**config.mk**
```make
export PLATFORM = sky130hd
export DESIGN_NAME = sscp_top
export DESIGN_NICKNAME = d
export VERILOG_FILES = /design/src/include/sscp_pkg.sv /design/src/hw/sscp_uart_tx.sv /design/src/hw/sscp_top.sv
export SDC_FILE = /design/constraint.sdc
export NUM_CORES = 1
export LEC_CHECK = 0
export ABC_AREA = 1
export BUFFER_PORTS_ARGS = -buffer_cell sky130_fd_sc_hd__buf_4
export CORE_ASPECT_RATIO = 0.9
export CORE_MARGIN = 2
export CORE_UTILIZATION = 25
export CTS_BUF_LIST = sky130_fd_sc_hd__clkbuf_16
export CTS_CLUSTER_SIZE = 16
export DETAILED_ROUTE_END_ITERATION = 16
export PLACE_DENSITY = 0.5
export REMOVE_ABC_BUFFERS = 1
export SETUP_SLACK_MARGIN = 0.5
export SYNTH_ARGS = -nofsm -noshare
export SYNTH_HDL_FRONTEND = slang
export SYNTH_HIERARCHICAL = 1
export SYNTH_SLANG_ARGS = --single-unit
```
**constraint.sdc**
```tcl
create_clock -name aclk -period 3.8 [get_ports aclk]
set_input_delay 0 -clock aclk [delete_from_list [all_inputs] [get_ports aclk]]
set_output_delay 0 -clock aclk [all_outputs]
set_load 0.01 [all_outputs]
```
**src/include/sscp_pkg.sv**
```systemverilog
/*
 Constants, codes and types shared by the serial command translator.
 Assumes a single 125 MHz clock domain and a synchronous active-low reset.
*/
package sscp_pkg;
    // ------------------------------------------------------------------
    // Timing
    // ------------------------------------------------------------------
    localparam int unsigned CLK_HZ = 125_000_000;
    localparam int unsigned BAUD_HZ = 9600;
    // Rounded down: 13020 cycles, about 0.006 percent fast
    localparam int unsigned BIT_CYCLES = CLK_HZ / BAUD_HZ;
    localparam int unsigned FRAME_BITS = 10;

    // ------------------------------------------------------------------
    // Register map and bus answers
    // ------------------------------------------------------------------
    localparam logic [7:0] OFS_MODE = 8'h00;
    localparam logic [7:0] OFS_CTRL = 8'h04;
    localparam logic [7:0] OFS_STAT = 8'h08;
    localparam logic [7:0] OFS_FCNT = 8'h0c;
    localparam int unsigned MODE_BIT = 0;
    localparam int unsigned STAT_BUSY = 4;
    localparam int unsigned STAT_MODE = 5;
    localparam logic [1:0] RESP_OKAY = 2'h0;
    localparam logic [1:0] RESP_SLVERR = 2'h2;
    localparam logic [15:0] CTRL_RESET = 16'h0000;

    // ------------------------------------------------------------------
    // Selector positions
    // ------------------------------------------------------------------
    localparam logic [3:0] POS_LINE = 4'h5;
    localparam logic [3:0] POS_GATE = 4'h6;
    localparam logic [3:0] POS_IMAGE = 4'h7;
    localparam logic [3:0] POS_HAND = 4'h8;

    // ------------------------------------------------------------------
    // Characters
    // ------------------------------------------------------------------
    localparam logic [7:0] CH_STX = 8'h02;
    localparam logic [7:0] CH_CR = 8'h0d;
    localparam logic [7:0] CH_LF = 8'h0a;
    localparam logic [7:0] CH_DC2 = 8'h12;
    localparam logic [7:0] CH_DC4 = 8'h14;
    localparam logic [7:0] CH_SYN = 8'h16;
    localparam logic [7:0] CH_PLUS = 8'h2b;
    localparam logic [7:0] CH_MINUS = 8'h2d;
    localparam logic [7:0] CH_0 = 8'h30;
    localparam logic [7:0] CH_1 = 8'h31;
    localparam logic [7:0] CH_2 = 8'h32;
    localparam logic [7:0] CH_3 = 8'h33;
    localparam logic [7:0] CH_C = 8'h43;
    localparam logic [7:0] CH_H = 8'h48;
    localparam logic [7:0] CH_P = 8'h50;
    localparam logic [7:0] CH_T = 8'h54;
    localparam logic [7:0] CH_U = 8'h55;
    localparam logic [7:0] CH_V = 8'h56;
    localparam logic [7:0] CH_I = 8'h69;

    // ------------------------------------------------------------------
    // State types
    // ------------------------------------------------------------------
    typedef enum logic [2:0] {
        FR_IDLE = 3'b000,
        FR_STX = 3'b001,
        FR_PAY = 3'b010,
        FR_CR = 3'b011,
        FR_LF = 3'b100
    } sscp_frame_t;

    typedef enum logic [0:0] {
        UT_IDLE = 1'b0,
        UT_SEND = 1'b1
    } sscp_uart_t;
endpackage : sscp_pkg

```
**src/hw/sscp_uart_tx.sv**
```systemverilog
/*
 Asynchronous serial transmitter, eight data bits, no parity, one stop bit.
 Assumes the caller holds tx_valid and tx_data until tx_ready is seen.
*/
`timescale 1ns/1ns
module sscp_uart_tx #(
    parameter int unsigned BIT_CYCLES = sscp_pkg::BIT_CYCLES
) (
    input wire logic aclk,
    input wire logic aresetn,
    input wire logic tx_valid,
    input wire logic [7:0] tx_data,
    output logic tx_ready,
    output logic txd
);
    localparam int unsigned CNT_W = $clog2(BIT_CYCLES + 1);
    localparam logic [CNT_W-1:0] CNT_LAST = CNT_W'(BIT_CYCLES - 1);
    localparam logic [3:0] LAST_BIT = 4'(sscp_pkg::FRAME_BITS - 1);

    sscp_pkg::sscp_uart_t st_r, st_nxt;
    logic [9:0] sh_r, sh_nxt;
    logic [CNT_W-1:0] cnt_r, cnt_nxt;
    logic [3:0] nb_r, nb_nxt;
    logic txd_r, txd_nxt;

    assign tx_ready = (st_r == sscp_pkg::UT_IDLE);
    assign txd = txd_r;

    always_comb begin
        st_nxt = st_r;
        sh_nxt = sh_r;
        cnt_nxt = cnt_r;
        nb_nxt = nb_r;
        txd_nxt = txd_r;
        case (st_r)
            sscp_pkg::UT_IDLE: begin
                txd_nxt = 1'b1;
                if (tx_valid) begin
                    sh_nxt = {1'b1, tx_data, 1'b0};
                    cnt_nxt = '0;
                    nb_nxt = 4'h0;
                    txd_nxt = 1'b0;
                    st_nxt = sscp_pkg::UT_SEND;
                end
            end
            sscp_pkg::UT_SEND: begin
                if (cnt_r == CNT_LAST) begin
                    cnt_nxt = '0;
                    if (nb_r == LAST_BIT) begin
                        txd_nxt = 1'b1;
                        st_nxt = sscp_pkg::UT_IDLE;
                    end else begin
                        nb_nxt = nb_r + 4'h1;
                        sh_nxt = {1'b1, sh_r[9:1]};
                        txd_nxt = sh_r[1];
                    end
                end else begin
                    cnt_nxt = cnt_r + CNT_W'(1);
                end
            end
            default: begin
                st_nxt = sscp_pkg::UT_IDLE;
                txd_nxt = 1'b1;
            end
        endcase
    end

    always_ff @(posedge aclk) begin
        if (!aresetn) begin
            st_r <= sscp_pkg::UT_IDLE;
            sh_r <= 10'h3ff;
            cnt_r <= '0;
            nb_r <= 4'h0;
            txd_r <= 1'b1;
        end else begin
            st_r <= st_nxt;
            sh_r <= sh_nxt;
            cnt_r <= cnt_nxt;
            nb_r <= nb_nxt;
            txd_r <= txd_nxt;
        end
    end
endmodule : sscp_uart_tx

```
**src/hw/sscp_top.sv**
```systemverilog
/*
 Serial command translator: control bits written over AXI4-Lite become
 framed ASCII commands on the reader's serial line, per selector profile.
 Assumes the switch input is synchronous and steady between writes.
*/
// The address map and the AXI4-Lite interface to the registers were left to the implementer.
`timescale 1ns/1ns
module sscp_top #(
    parameter int unsigned BIT_CYCLES = sscp_pkg::BIT_CYCLES
) (
    input wire logic aclk,
    input wire logic aresetn,
    input wire logic [7:0] s_axil_awaddr,
    input wire logic s_axil_awvalid,
    output logic s_axil_awready,
    input wire logic [31:0] s_axil_wdata,
    input wire logic [3:0] s_axil_wstrb,
    input wire logic s_axil_wvalid,
    output logic s_axil_wready,
    output logic [1:0] s_axil_bresp,
    output logic s_axil_bvalid,
    input wire logic s_axil_bready,
    input wire logic [7:0] s_axil_araddr,
    input wire logic s_axil_arvalid,
    output logic s_axil_arready,
    output logic [31:0] s_axil_rdata,
    output logic [1:0] s_axil_rresp,
    output logic s_axil_rvalid,
    input wire logic s_axil_rready,
    input wire logic [3:0] profile_selector_switch,
    output logic txd
);
    // ------------------------------------------------------------------
    // Command table
    // ------------------------------------------------------------------
    // Returns {length, bytes}; first byte in the top lane, length 0 = none
    function automatic logic [34:0] cmd_lookup(input logic [3:0] prof, input logic [3:0] idx,
                                               input logic lvl);
        logic [34:0] r;
        r = '0;
        case (prof)
            sscp_pkg::POS_LINE: begin
                case (idx)
                    4'h0: if (lvl) r = {3'h1, sscp_pkg::CH_V, 24'h0};
                    4'h1: r = {3'h1, lvl ? sscp_pkg::CH_PLUS : sscp_pkg::CH_MINUS,
                               24'h0};
                    4'h2: if (lvl) r = {3'h2, sscp_pkg::CH_1, sscp_pkg::CH_1, 16'h0};
                    4'h3: if (lvl) r = {3'h2, sscp_pkg::CH_1, sscp_pkg::CH_2, 16'h0};
                    4'h4: if (lvl) r = {3'h2, sscp_pkg::CH_1, sscp_pkg::CH_3, 16'h0};
                    4'he: if (lvl) r = {3'h4, sscp_pkg::CH_P, sscp_pkg::CH_C,
                                        sscp_pkg::CH_2, sscp_pkg::CH_0};
                    4'hf: if (lvl) r = {3'h1, sscp_pkg::CH_H, 24'h0};
                    default: r = '0;
                endcase
            end
            sscp_pkg::POS_GATE: begin
                case (idx)
                    4'h0: if (lvl) r = {3'h1, sscp_pkg::CH_I, 24'h0};
                    4'h1: r = {3'h1, lvl ? sscp_pkg::CH_DC2 : sscp_pkg::CH_DC4,
                               24'h0};
                    4'h2: if (lvl) r = {3'h3, sscp_pkg::CH_SYN, sscp_pkg::CH_T,
                                        sscp_pkg::CH_CR, 8'h00};
                    4'h3: if (lvl) r = {3'h3, sscp_pkg::CH_SYN, sscp_pkg::CH_U,
                                        sscp_pkg::CH_CR, 8'h00};
                    default: r = '0;
                endcase
            end
            sscp_pkg::POS_IMAGE: begin
                case (idx)
                    4'h0: if (lvl) r = {3'h1, sscp_pkg::CH_V, 24'h0};
                    4'h1: if (lvl) r = {3'h1, sscp_pkg::CH_PLUS, 24'h0};
                    default: r = '0;
                endcase
            end
            // Hand-held and foreign positions map nothing
            default: r = '0;
        endcase
        return r;
    endfunction : cmd_lookup

    // ------------------------------------------------------------------
    // Bus and register state
    // ------------------------------------------------------------------
    logic awready_r, awready_nxt, wready_r, wready_nxt, bvalid_r, bvalid_nxt;
    logic aw_full_r, aw_full_nxt, w_full_r, w_full_nxt, mode_r, mode_nxt;
    logic arready_r, arready_nxt, rvalid_r, rvalid_nxt, do_write, ctrl_write, frame_done;
    logic [7:0] waddr_r, waddr_nxt;
    logic [31:0] wdata_r, wdata_nxt, rdata_r, rdata_nxt, fcnt_r, fcnt_nxt;
    logic [3:0] wstrb_r, wstrb_nxt, prof_r;
    logic [1:0] bresp_r, bresp_nxt, rresp_r, rresp_nxt;
    logic [15:0] ctrl_r, ctrl_nxt;

    // ------------------------------------------------------------------
    // Command and framer state
    // ------------------------------------------------------------------
    logic [15:0] pend_r, pend_nxt, lvl_r, lvl_nxt, event_w, served;
    sscp_pkg::sscp_frame_t fr_r, fr_nxt;
    logic [31:0] pay_r, pay_nxt;
    logic [2:0] len_r, len_nxt, idx_r, idx_nxt;
    logic tx_valid, tx_ready, pick_any;
    logic [7:0] tx_data;
    logic [34:0] pick;
    logic [3:0] pick_idx;

    assign s_axil_awready = awready_r;
    assign s_axil_wready = wready_r;
    assign s_axil_bvalid = bvalid_r;
    assign s_axil_bresp = bresp_r;
    assign s_axil_arready = arready_r;
    assign s_axil_rvalid = rvalid_r;
    assign s_axil_rdata = rdata_r;
    assign s_axil_rresp = rresp_r;

    assign do_write = aw_full_r && w_full_r && !bvalid_r;
    assign ctrl_write = do_write && (waddr_r == sscp_pkg::OFS_CTRL);

    // Transition events, only in command mode and never for the hand-held
    generate
        for (genvar g = 0; g < 16; g++) begin : g_evt
            logic [34:0] ent;
            assign ent = cmd_lookup(prof_r, 4'(g), ctrl_nxt[g]);
            assign event_w[g] = ctrl_write && mode_r
                && (prof_r != sscp_pkg::POS_HAND)
                && (ctrl_nxt[g] != ctrl_r[g])
                && (ent[34:32] != 3'h0);
        end
    endgenerate

    always_comb begin
        aw_full_nxt = aw_full_r;
        w_full_nxt = w_full_r;
        waddr_nxt = waddr_r;
        wdata_nxt = wdata_r;
        wstrb_nxt = wstrb_r;
        bvalid_nxt = bvalid_r && !s_axil_bready;
        bresp_nxt = bresp_r;
        rvalid_nxt = rvalid_r && !s_axil_rready;
        rdata_nxt = rdata_r;
        rresp_nxt = rresp_r;
        mode_nxt = mode_r;
        ctrl_nxt = ctrl_r;
        fcnt_nxt = frame_done ? fcnt_r + 32'h1 : fcnt_r;
        if (s_axil_awvalid && awready_r) begin
            aw_full_nxt = 1'b1;
            waddr_nxt = s_axil_awaddr;
        end
        if (s_axil_wvalid && wready_r) begin
            w_full_nxt = 1'b1;
            wdata_nxt = s_axil_wdata;
            wstrb_nxt = s_axil_wstrb;
        end
        if (do_write) begin
            aw_full_nxt = 1'b0;
            w_full_nxt = 1'b0;
            bvalid_nxt = 1'b1;
            bresp_nxt = sscp_pkg::RESP_OKAY;
            case (waddr_r)
                sscp_pkg::OFS_MODE: if (wstrb_r[0]) mode_nxt = wdata_r[sscp_pkg::MODE_BIT];
                sscp_pkg::OFS_CTRL: begin
                    if (wstrb_r[0]) ctrl_nxt[7:0] = wdata_r[7:0];
                    if (wstrb_r[1]) ctrl_nxt[15:8] = wdata_r[15:8];
                end
                sscp_pkg::OFS_STAT, sscp_pkg::OFS_FCNT: ; // Read-only, writes ignored
                default: bresp_nxt = sscp_pkg::RESP_SLVERR;
            endcase
        end
        // One write in flight: hold both channels until the answer is taken
        awready_nxt = !aw_full_nxt && !bvalid_nxt;
        wready_nxt = !w_full_nxt && !bvalid_nxt;
        if (s_axil_arvalid && arready_r) begin
            rvalid_nxt = 1'b1;
            rresp_nxt = sscp_pkg::RESP_OKAY;
            case (s_axil_araddr)
                sscp_pkg::OFS_MODE: rdata_nxt = {31'h0, mode_r};
                sscp_pkg::OFS_CTRL: rdata_nxt = {16'h0, ctrl_r};
                sscp_pkg::OFS_STAT: rdata_nxt = {pend_r, 10'h0, mode_r, tx_valid, prof_r};
                sscp_pkg::OFS_FCNT: rdata_nxt = fcnt_r;
                default: begin
                    rdata_nxt = 32'h0;
                    rresp_nxt = sscp_pkg::RESP_SLVERR;
                end
            endcase
        end
        arready_nxt = !rvalid_nxt;
    end

    always_ff @(posedge aclk) begin
        if (!aresetn) begin
            awready_r <= 1'b0;
            wready_r <= 1'b0;
            aw_full_r <= 1'b0;
            w_full_r <= 1'b0;
            waddr_r <= 8'h00;
            wdata_r <= 32'h0;
            wstrb_r <= 4'h0;
            bvalid_r <= 1'b0;
            bresp_r <= sscp_pkg::RESP_OKAY;
            arready_r <= 1'b0;
            rvalid_r <= 1'b0;
            rdata_r <= 32'h0;
            rresp_r <= sscp_pkg::RESP_OKAY;
            mode_r <= 1'b0;
            ctrl_r <= sscp_pkg::CTRL_RESET;
            prof_r <= 4'h0;
            fcnt_r <= 32'h0;
        end else begin
            awready_r <= awready_nxt;
            wready_r <= wready_nxt;
            aw_full_r <= aw_full_nxt;
            w_full_r <= w_full_nxt;
            waddr_r <= waddr_nxt;
            wdata_r <= wdata_nxt;
            wstrb_r <= wstrb_nxt;
            bvalid_r <= bvalid_nxt;
            bresp_r <= bresp_nxt;
            arready_r <= arready_nxt;
            rvalid_r <= rvalid_nxt;
            rdata_r <= rdata_nxt;
            rresp_r <= rresp_nxt;
            mode_r <= mode_nxt;
            ctrl_r <= ctrl_nxt;
            prof_r <= profile_selector_switch;
            fcnt_r <= fcnt_nxt;
        end
    end

    // ------------------------------------------------------------------
    // Command scheduler and framer
    // ------------------------------------------------------------------
    // Lowest pending bit goes first; a bit that moves twice before its
    // turn sends only the string for the latest level that maps one
    always_comb begin
        pick_any = 1'b0;
        pick_idx = 4'h0;
        for (int i = 15; i >= 0; i--) begin
            if (pend_r[i]) begin
                pick_any = 1'b1;
                pick_idx = 4'(i);
            end
        end
        pick = cmd_lookup(prof_r, pick_idx, lvl_r[pick_idx]);
    end

    assign tx_valid = (fr_r != sscp_pkg::FR_IDLE);
    assign frame_done = (fr_r == sscp_pkg::FR_LF) && tx_ready;

    always_comb begin
        fr_nxt = fr_r;
        pay_nxt = pay_r;
        len_nxt = len_r;
        idx_nxt = idx_r;
        served = 16'h0;
        tx_data = sscp_pkg::CH_LF;
        case (fr_r)
            sscp_pkg::FR_IDLE: begin
                if (pick_any) begin
                    served[pick_idx] = 1'b1;
                    pay_nxt = pick[31:0];
                    len_nxt = pick[34:32];
                    idx_nxt = 3'h0;
                    if (pick[34:32] == 3'h0) fr_nxt = sscp_pkg::FR_IDLE; // Moved away: drop
                    else if (prof_r == sscp_pkg::POS_HAND) fr_nxt = sscp_pkg::FR_PAY;
                    else fr_nxt = sscp_pkg::FR_STX;
                end
            end
            sscp_pkg::FR_STX: begin
                tx_data = sscp_pkg::CH_STX;
                if (tx_ready) fr_nxt = sscp_pkg::FR_PAY;
            end
            sscp_pkg::FR_PAY: begin
                tx_data = pay_r[31:24];
                if (tx_ready) begin
                    pay_nxt = {pay_r[23:0], 8'h00};
                    idx_nxt = idx_r + 3'h1;
                    if (idx_r + 3'h1 == len_r) fr_nxt = sscp_pkg::FR_CR;
                end
            end
            sscp_pkg::FR_CR: begin
                tx_data = sscp_pkg::CH_CR;
                if (tx_ready) fr_nxt = sscp_pkg::FR_LF;
            end
            sscp_pkg::FR_LF: begin
                tx_data = sscp_pkg::CH_LF;
                if (tx_ready) fr_nxt = sscp_pkg::FR_IDLE;
            end
            default: fr_nxt = sscp_pkg::FR_IDLE;
        endcase
        // A new edge in the cycle its bit is served stays pending
        pend_nxt = (pend_r & ~served) | event_w;
        lvl_nxt = (lvl_r & ~event_w) | (ctrl_nxt & event_w);
    end

    always_ff @(posedge aclk) begin
        if (!aresetn) begin
            fr_r <= sscp_pkg::FR_IDLE;
            pay_r <= 32'h0;
            len_r <= 3'h0;
            idx_r <= 3'h0;
            pend_r <= 16'h0;
            lvl_r <= 16'h0;
        end else begin
            fr_r <= fr_nxt;
            pay_r <= pay_nxt;
            len_r <= len_nxt;
            idx_r <= idx_nxt;
            pend_r <= pend_nxt;
            lvl_r <= lvl_nxt;
        end
    end

    // ------------------------------------------------------------------
    // Serial line
    // ------------------------------------------------------------------
    // No flow-control pins: the line is driven blind, nothing is awaited
    sscp_uart_tx #(.BIT_CYCLES(BIT_CYCLES)) u_tx (
        .aclk(aclk),
        .aresetn(aresetn),
        .tx_valid(tx_valid),
        .tx_data(tx_data),
        .tx_ready(tx_ready),
        .txd(txd)
    );
endmodule : sscp_top

```
==> results of run 1 <==
-- area by class of cell --
class | instances | share of cell area
flip-flops and latches | 197 | 0.3508
inverters | 183 | 0.06130
clock buffers | 17 | 0.03782
well taps | 476 | 0.05295
repair buffers | 132 | 0.09589
clock inverters | 15 | 0.01268
multi-input cells | 899 | 0.3886
-- through the flow --
step,hold slack [ps],total power [mW]
CTS,32.33,4.142
finish,45.52,4.088
detailed placement,192.9,2.345
global placement,191.1,2.343
global route,65.37,4.254
floorplan,84.11,2.242
-- power breakdown --
group / internal [mW] / leakage [nW] / switching [mW]
sequential: 2.09 / 1.59 / 0.0158
combinational: 0.0921 / 2.45 / 0.120
clock: 0.870 / 0.282 / 0.898
-- per-layer routing --
layer / track usage / up-vias / share of wire / wire, um
met1: 0.1891 / 3974 / 0.53 / 13120
met4: 0.03257 / 0 / 0.0082 / 202
met5: 0 / - / 0 / 0
met3: 0.02293 / 12 / 0.030 / 736
li1: - / 4538 / - / -
met2: 0.2117 / 130 / 0.43 / 10650
-- cells by family (layout without fill, tap and decap cells) --
| group | after synthesis | count (layout) |
|---|---|---|
| AOI/OAI and AO/OA | 303 | 303 |
| xor gates and xnor gates | 8 | 8 |
| adders and majority gates | 5 | 5 |
| buffers and inverters | 237 | 347 |
| DFF | 197 | 197 |
| other | 1 | 3 |
| and+or+nand+nor | 580 | 580 |
-- path summary, 6_finish.rpt --
check / startpoint / endpoint / slack [ps] / cells past startpoint
min reg2reg: aw_full_r / s_axil_awready / 430 / 1
max: fr_r[2] / fcnt_r[24] / 810 / 19
max reg2reg: fr_r[2] / fcnt_r[24] / 810 / 19
min: s_axil_wvalid / wstrb_r[1] / 50 / 4
-- worst min-delay path: stages --
cell     delay, ps
buf_4           80
nand2_1         40
buf_4          190
a21oi_1        140
-- registers in the layout, indices dropped and copies added (netlist names), 2 cells and up, named ones only --
| name | cells |
|---|---|
| len_r | 3 |
| u_tx/cnt_r | 14 |
| u_tx/nb_r | 4 |
| wdata_r | 16 |
| idx_r | 3 |
| pay_r | 17 |
| u_tx/sh_r | 8 |
| waddr_r | 8 |
| ctrl_r | 16 |
| wstrb_r | 2 |
| prof_r | 4 |
| s_axil_rdata | 32 |
| fr_r | 3 |
| fcnt_r | 32 |
| pend_r | 16 |
-- synthesized netlist by cell type (3+ instances only) --
cell type	count	share of area
nand2_1	274	0.11
dfxtp_1	197	0.43
inv_1	177	0.072
nor2_1	142	0.058
a21oi_1	137	0.074
o21ai_0	105	0.057
nand3_1	77	0.042
clkbuf_1	35	0.014
o22ai_1	31	0.021
nor3_1	22	0.012
nand4_1	12	0.0081
nor4_1	12	0.0081
nor2_2	11	0.0075
nor2_4	9	0.011
buf_1	7	0.0029
nand3_2	6	0.0065
buf_4	5	0.0041
ha_1	5	0.0068
o211ai_1	5	0.0041
xor2_1	5	0.0048
buf_2	4	0.0022
o2111ai_1	4	0.0038
a31oi_1	3	0.0020
buf_6	3	0.0037
clkinv_1	3	0.0012
nand2_2	3	0.0020
nand2_4	3	0.0037
o211a_1	3	0.0033
o21a_1	3	0.0024
o21ai_1	3	0.0016
or4_1	3	0.0024
xnor2_1	3	0.0029
-- repair_timing --
item                       in CTS  in global routing
setup endpoints to repair       0                 19
hold buffers                   35                  0
hold endpoints to repair       61                  0
gates resized for setup         0                 10
buffers inserted                0                  1
==> impl_metrics.toml, run 1 <==
[clock_tree]
cts.clk_slew.worst_paths_ps = 80
cts_inserted_buffers = 17
cts_num_sinks = 197
clk_path_buf_depth = 2
clockRootBuffer = "clkbuf_16"
cts_tree = "built"
htreeDepth = 4
clkLatencyLatePin_ps = 440

[critical_path]
cp_max_fo = 6
critPathTopFamily = "simple AND/OR/NAND/NOR gates"
cpPeakStageDelay_ps = 420
start_kind = "flop"
worstSetupPathType = "flop to flop"
timing.critical_path.buf_inv = 2
crit_top_cell = "nand3_1"
cp.arrival_ps = 3320
slowest_stage = "dfxtp_1"
cp-end-kind = "flop"
critical_path_required_ps = 4130
cp_cell_sequence = "inv_1 -> nor2_4 -> nand2_4 -> inv_1 -> nand3_1 -> nor2_1 -> nand2_1 -> nor3_1 -> nand4_1 -> nor2_4 -> nand3_2 -> nor3_4 -> nand4_1 -> nor2_2 -> nand3_1 -> nor2_1 -> nand3_1 -> o21ai_0 -> a21oi_1"

[finish]
stdcell_area_mm2 = 0.01125
area_growth_syn_to_layout_pct = 22.08
final_util = 0.3102
drive_above_1_share = 0.1213
layout_common_cells = "273 x nand2_1, 196 x dfxtp_1, 177 x inv_1"
fill_cells = 3931
multi_input_area_mm2 = 0.004370
layout_commonest_cell = "nand2_1"
regArea_mm2 = 0.003945
nets = 1498
n_antenna_cell = 0
layout.cells.non_filler = 1919

[placed_design]
place_congestion = 0.8144
dp_slack_ps = 676.2
port_buffers = 84
dp_cells = 1851
dp_hpwl_mm = 17.79
postPlaceCellArea_mm2 = 0.01029

[detailed_routing]
drc = 0
drtIter0Drc = 534
avgViaCountPerCell = 4.510
vias = 8654
routed_wl_mm = 24.70
dr.pass1.iters = 4
antenna_left = 0
wire_per_inst_um = 12.87

[floorplanning]
dieArea_mm2 = 0.03840
core_mm2 = 0.03625
start_util = 0.2541
die_y_um = 186.1
rows = 66
io_pins = 105
die_x_um = 206.4

[synth]
synth-seq-cells = 197
yosysUniqueCellTypes = 46
ys_seq_area_frac = 0.4281
synthXorXnorAreaFrac = 0.007606
synth_top_family_by_area = "simple AND/OR/NAND/NOR gates"
ys.flop_type = "dfxtp_1"
syn-instance-count = 1331
ys.warnings.count = 6
syn_area_mm2 = 0.009213
synthMuxAreaShare = 0
synth-simple-area-share = 0.2775
async_flop_share = 0
synth_fa_ha_area_frac = 0.006791
synth-compound-area-share = 0.1778
synth-edff-count = 0
synth_area_per_cell_um2 = 6.922

[sta]
period_needed_ps = 2988
rsz0062_at_grt = "yes"
clock-skew-final_ps = 11.19
worstMarginPinSlew_ps = 1134
fin_ws_ps = 811.8
hold_viol_final = 0
fin_setup_tns_ps = 0
setup_violations = 0
period_share = 0.7864
relSlewSlack = 0.2420
fmax_mhz = 334.6
finalMaxSlewViolations = 0

[global_routing]
antenna_found_initial = 0
grt_pass1_vias = 8183
grt_overflow = 0
grt_max_degree = 48
grtUsageTotal = 0.1339
grt_first_pass_wirelength_mm = 41.31

[status]
status = "finished clean"

[worst_hold_path]
hold_class = "input pin to flop"

[power]
ir_worst_vdd_uv = 316.8
leakage_nw = 4.326
powerDensity_mw_per_mm2 = 363.5

[run]
maxCapViolCount = 0
Power figures use the tool's default switching activity.
==> inputs of run 2 (changes only) <==
clock period = 3.07 ns   (was 3.8 ns; I/O delays follow)
==> run 2 against run 1 <==
Compared with the run above:
- clock-buffer cell count unchanged
- register-to-register slack worse by 510 ps
- die area unchanged
- worst setup slack lost 510 ps
- non-clock buffer count up 63
- total power increased by 27%
- via count rose by 3.4%
- critical path depth increased by 5
- worst hold slack got worse by 9.4 ps
- design area increased by 9.2%
- wire length up 7.8%
- largest cell class unchanged
- highest routed layer unchanged
==> impl_metrics.toml, run 2 (synthesis results as in run 1) <==
[sta]
period_needed_ps = 2769
hold_ws_ps = 36.14
hold_viol_final = 0
setup_violations = 0
clock-skew-final_ps = 13.37
finalMaxSlewViolations = 0
relSlewSlack = 0.3832
fmax_mhz = 361.1
rsz0062_at_grt = "yes"
worstMarginPinSlew_ps = 924.2
period_share = 0.9021

[finish]
n_antenna_cell = 0
final_util = 0.3386
layout_common_cells = "248 x nand2_1, 192 x dfxtp_1, 160 x inv_1"
layout_commonest_cell = "nand2_1"
regArea_mm2 = 0.003953
fill_cells = 3874
drive_above_1_share = 0.2178
area_growth_syn_to_layout_pct = 33.26
multi_input_area_mm2 = 0.004838
nets = 1561

[power]
power.switching_mw = 1.305
combPwrFrac = 0.054
swShare = 0.2520
p_int_mw = 3.873
clkPwrFrac = 0.442
ir_worst_vdd_uv = 391.8
powerDensity_mw_per_mm2 = 421.8
power_frac_seq = 0.504
leakage_nw = 4.772

[critical_path]
cp-end-kind = "flop"
critPathTopFamily = "simple AND/OR/NAND/NOR gates"
worstSetupPathType = "flop to flop"
start_kind = "flop"
timing.critical_path.buf_inv = 1
startpoint = "fr_r[0]"
crit_top_cell = "nor2_4"
cp_cell_sequence = "nor2_4 -> inv_2 -> nor2_4 -> nand2_4 -> nor2_4 -> nand3_4 -> nor2_4 -> nand2_2 -> nor2_2 -> nand3_2 -> nor2_4 -> nand3_4 -> nor2_4 -> nand2_2 -> nor2_4 -> nand3_2 -> nor2_4 -> nand3_2 -> nor2_4 -> nand3_2 -> nor2_2 -> nand2_1 -> o21ai_1 -> a21oi_1"
slowest_stage = "dfxtp_2"
reg2regPathDepth = 24
cp.arrival_ps = 3110
reg2reg_from = "fr_r[0]"
cp_max_fo = 3
critical_path_required_ps = 3410
cpPeakStageDelay_ps = 340
rrSetupSlack_ps = 300
rr_endpoint = "fcnt_r[29]"

[floorplanning]
die_y_um = 186.1
core_mm2 = 0.03625
io_pins = 105
dieArea_mm2 = 0.03840
die_x_um = 206.4
rows = 66
start_util = 0.2541

[run]
maxCapViolCount = 0

[clock_tree]
htreeDepth = 4
clkLatencyLatePin_ps = 450
clk_path_buf_depth = 2
cts_tree = "built"
cts.clk_slew.worst_paths_ps = 80
cts_inserted_buffers = 17
clockRootBuffer = "clkbuf_16"
cts_num_sinks = 197

[detailed_routing]
antenna_left = 0
dr.pass1.iters = 5
drc = 0
vias = 8946
drtIter0Drc = 522
wire_per_inst_um = 13.43
avgViaCountPerCell = 4.514
routed_wl_mm = 26.63

[worst_hold_path]
hold_class = "input pin to flop"
whs_endpoint = "wstrb_r[1]"
hold_depth = 4
hp-start = "s_axil_wvalid"

[global_routing]
grt_first_pass_wirelength_mm = 42.66
grt_max_degree = 54
grt_overflow = 0
grt_pass1_vias = 8366
grtUsageTotal = 0.1395
antenna_found_initial = 0

[placed_design]
port_buffers = 84
place_congestion = 0.8801
dp_hpwl_mm = 17.93

[status]
status = "finished clean"
[run 2: changes by cell type in the layout (fill, tap and decap cells not counted), moves of 7 or more]
| cell | before | now |
|---|---|---|
| o21ai_0 | 105 | 94 |
| inv_1 | 177 | 160 |
| nand2_4 | 3 | 10 |
| nand3_1 | 76 | 65 |
| nor2_1 | 138 | 124 |
| nand2_1 | 273 | 248 |
| nor2_4 | 10 | 21 |
| inv_2 | 3 | 19 |
| dlygate4sd3_1 | 35 | 42 |
| nand2_2 | 4 | 22 |
| buf_4 | 97 | 148 |
[run 2: through the flow]
step / TNS [ps] / instance area [um^2] / power, mW / setup WS (ps) / std cells
after global routing: -14.37 / 12280 / 5.391 / -14.37 / 1982
final: 0 / 12280 / 5.178 / 300.7 / 1982
after floorplan: 0 / 8971 / 2.775 / 341.2 / 1279
after detailed placement: 0 / 10410 / 2.906 / 180.4 / 1866
after CTS: 0 / 11720 / 5.254 / 284.3 / 1962
after global placement: 0 / 10410 / 2.903 / 194.9 / 1866
[run 2: worst max-delay path by stage]
stage                 endpoint  depth (start not counted)
detailed placement  fcnt_r[24]                         20
global placement    fcnt_r[24]                         20
floorplan            pay_r[16]                         12
finish              fcnt_r[29]                         24
global route        fcnt_r[24]                         20
CTS                 fcnt_r[29]                         24
[run 2: final cells by class]
| cell class | instances | share of cell area |
|---|---|---|
| Clock buffer | 17 | 0.03465 |
| Clock inverter | 15 | 0.01366 |
| Inverter | 183 | 0.05677 |
| Multi-Input combinational cell | 899 | 0.3941 |
| Sequential cell | 197 | 0.3220 |
| Tap cell | 476 | 0.04851 |
| Timing Repair Buffer | 195 | 0.1303 |
[run 2: power by group through the flow]
stage               registers [mW]  clock network (mW)  logic [mW]
floorplan                     2.67                   0       0.107
global placement              2.67                   0       0.233
detailed placement            2.67                   0       0.235
CTS                           2.61                2.36       0.280
global route                  2.62                2.46       0.316
finish                        2.61                2.29       0.281
[run 2: worst register-to-register path, delay by kind of cell (launching register included)]
kind            cells  cell delay [ps]
buf+inv             1               60
compound gates      2              170
flops               1              340
simple gates       21             2100
[run 2: layer usage]
layer | GRT usage | vias up | wire length, um
met5 | 0 | - | 0
met3 | 0.02504 | 22 | 969
li1 | - | 4673 | -
met4 | 0.04143 | 0 | 345
met2 | 0.2177 | 151 | 11910
met1 | 0.1956 | 4100 | 13400
[run 2: what timing repair did]
action | in CTS | in global routing
setup endpoints to repair | 26 | 62
resized for setup | 38 | 121
setup buffers | 22 | 20
pin swaps | 9 | 38
hold buffers | 42 | 0
endpoints found under the hold margin | 52 | 0
==> inputs of run 3 (changes only) <==
MAX_ROUTING_LAYER = met4   (was unset)
==> run 3 against run 2 <==
Compared with the run above:
- non-clock buffer count fell by 1
- wire length shrank 0.32%
- clock-buffer cell count did not move
- critical path type unchanged
- sequential share of layout area about the same
- total power hardly changed
- cell count about the same
- largest cell class unchanged
- via count is 0.18% lower
- sequential cell count unchanged
- register-to-register slack barely moved
- utilization barely moved
- worst hold slack worse by 1.6 ps
==> impl_metrics.toml, run 3 (synthesis results as in run 1) <==
[finish]
layout_common_cells = "248 x nand2_1, 192 x dfxtp_1, 160 x inv_1"
fill_cells = 3877
area_growth_syn_to_layout_pct = 33.23
layout_commonest_cell = "nand2_1"
n_antenna_cell = 0
nets = 1560
drive_above_1_share = 0.2173

[sta]
hold_ws_ps = 34.56
worstMarginPinSlew_ps = 931.5
finalMaxSlewViolations = 0
fin_ws_ps = 306.7
clock-skew-final_ps = 14.19
relSlewSlack = 0.3783
period_share = 0.9001
fmax_mhz = 361.9
setup_violations = 0
period_needed_ps = 2763
hold_viol_final = 0
rsz0062_at_grt = "yes"

[clock_tree]
cts_inserted_buffers = 17
clk_path_buf_depth = 2
cts_tree = "built"
cts.clk_slew.worst_paths_ps = 80
htreeDepth = 4
clkLatencyLatePin_ps = 460
clockRootBuffer = "clkbuf_16"
cts_num_sinks = 197

[power]
swShare = 0.2525
power.switching_mw = 1.309
combPwrFrac = 0.054
powerDensity_mw_per_mm2 = 422.1
p_int_mw = 3.873
clkPwrFrac = 0.442
power_frac_seq = 0.504
ir_worst_vdd_uv = 392.6
leakage_nw = 4.767

[floorplanning]
dieArea_mm2 = 0.03840
start_util = 0.2541
rows = 66
die_x_um = 206.4
core_mm2 = 0.03625
io_pins = 105
die_y_um = 186.1

[run]
maxCapViolCount = 0

[detailed_routing]
drtIter0Drc = 566
antenna_left = 0
vias = 8930
drc = 0
wire_per_inst_um = 13.40
avgViaCountPerCell = 4.508
dr.pass1.iters = 5
routed_wl_mm = 26.54

[critical_path]
cp.arrival_ps = 3100
worstSetupPathType = "flop to flop"
start_kind = "flop"
critical_path_required_ps = 3410
cp-end-kind = "flop"
cp_max_fo = 3

[placed_design]
place_congestion = 0.8947
dp_hpwl_mm = 17.93
port_buffers = 84
dp_slack_ps = 180.4

[global_routing]
antenna_found_initial = 0
grt_pass1_vias = 8364
grtUsageTotal = 0.1434
grt_overflow = 0
grt_first_pass_wirelength_mm = 42.66
grt_max_degree = 54

[worst_hold_path]
hold_class = "input pin to flop"

[status]
status = "finished clean"
[run 3: cell count changes in the layout (fill, tap and decap cells not counted)]
cell and change:
nand2_4 +1, buf_4 -1, nand2_2 -1
[run 3: what timing repair did]
action / 4_1_cts / 5_1_grt
resized for setup: 38 / 122
buffers inserted: 22 / 19
hold buffers: 42 / 0
endpoints found under the hold margin: 52 / 0
setup endpoints to repair: 26 / 62
pin swaps: 9 / 39
cloned: 0 / 0
[run 3: routing by layer]
layer,global-route usage,wire length (um),part of all wire
met1,0.1955,13420,0.51
met2,0.2179,11880,0.45
met3,0.02504,908,0.034
met4,0.03971,340,0.013
met5,-,0,0
[run 3: layout make-up]
type,instances,area (um^2),area share
clock inverter,15,167.7,0.01366
multi-input combinational,899,4843,0.3946
sequential,197,3953,0.3220
inverter,183,696.9,0.05678
tap,476,595.6,0.04852
timing repair buffer,194,1593,0.1298
clock buffer,17,425.4,0.03466
[run 3: worst paths after layout]
kind                            cells after the start          start  slack, ps       endpoint
worst min register to register                      1       w_full_r        430  s_axil_wready
worst max-delay path                               24        fr_r[0]        310     fcnt_r[29]
worst max register to register                     24        fr_r[0]        310     fcnt_r[29]
worst min-delay path                                4  s_axil_wvalid         30     wstrb_r[1]
[run 3: critical path, cell delays in order, from the launching register on]
cell	delay [ps]
dfxtp_2	340
nor2_4	120
inv_2	60
nor2_4	110
nand2_4	100
nor2_4	130
nand3_4	90
nor2_4	100
nand2_2	60
nor2_2	90
nand3_2	110
nor2_4	140
nand3_4	90
nor2_4	100
nand2_2	70
nor2_4	100
nand3_2	100
nor2_4	110
nand3_2	100
nor2_4	110
nand3_2	100
nor2_2	90
nand2_1	70
o21ai_1	120
a21oi_1	50
[run 3: power by group through the flow]
stage          logic (mW)  clock network (mW)  registers (mW)
2_1_floorplan       0.107                   0            2.67
3_3_place_gp        0.233                   0            2.67
3_5_place_dp        0.235                   0            2.67
4_1_cts             0.280                2.36            2.61
5_1_grt             0.315                2.46            2.62
6_report            0.280                2.29            2.61
[run 3: through the flow]
| stage | util | total power, mW | cells | TNS [ps] | cell area [um^2] |
|---|---|---|---|---|---|
| floorplan | - | 2.775 | 1279 | 0 | 8971 |
| global placement | 0.2872 | 2.903 | 1866 | 0 | 10410 |
| detailed placement | 0.2872 | 2.906 | 1866 | 0 | 10410 |
| CTS | 0.3234 | 5.254 | 1962 | 0 | 11720 |
| global route | 0.3386 | 5.390 | 1981 | -12.04 | 12270 |
| finish | 0.3386 | 5.181 | 1981 | 0 | 12270 |
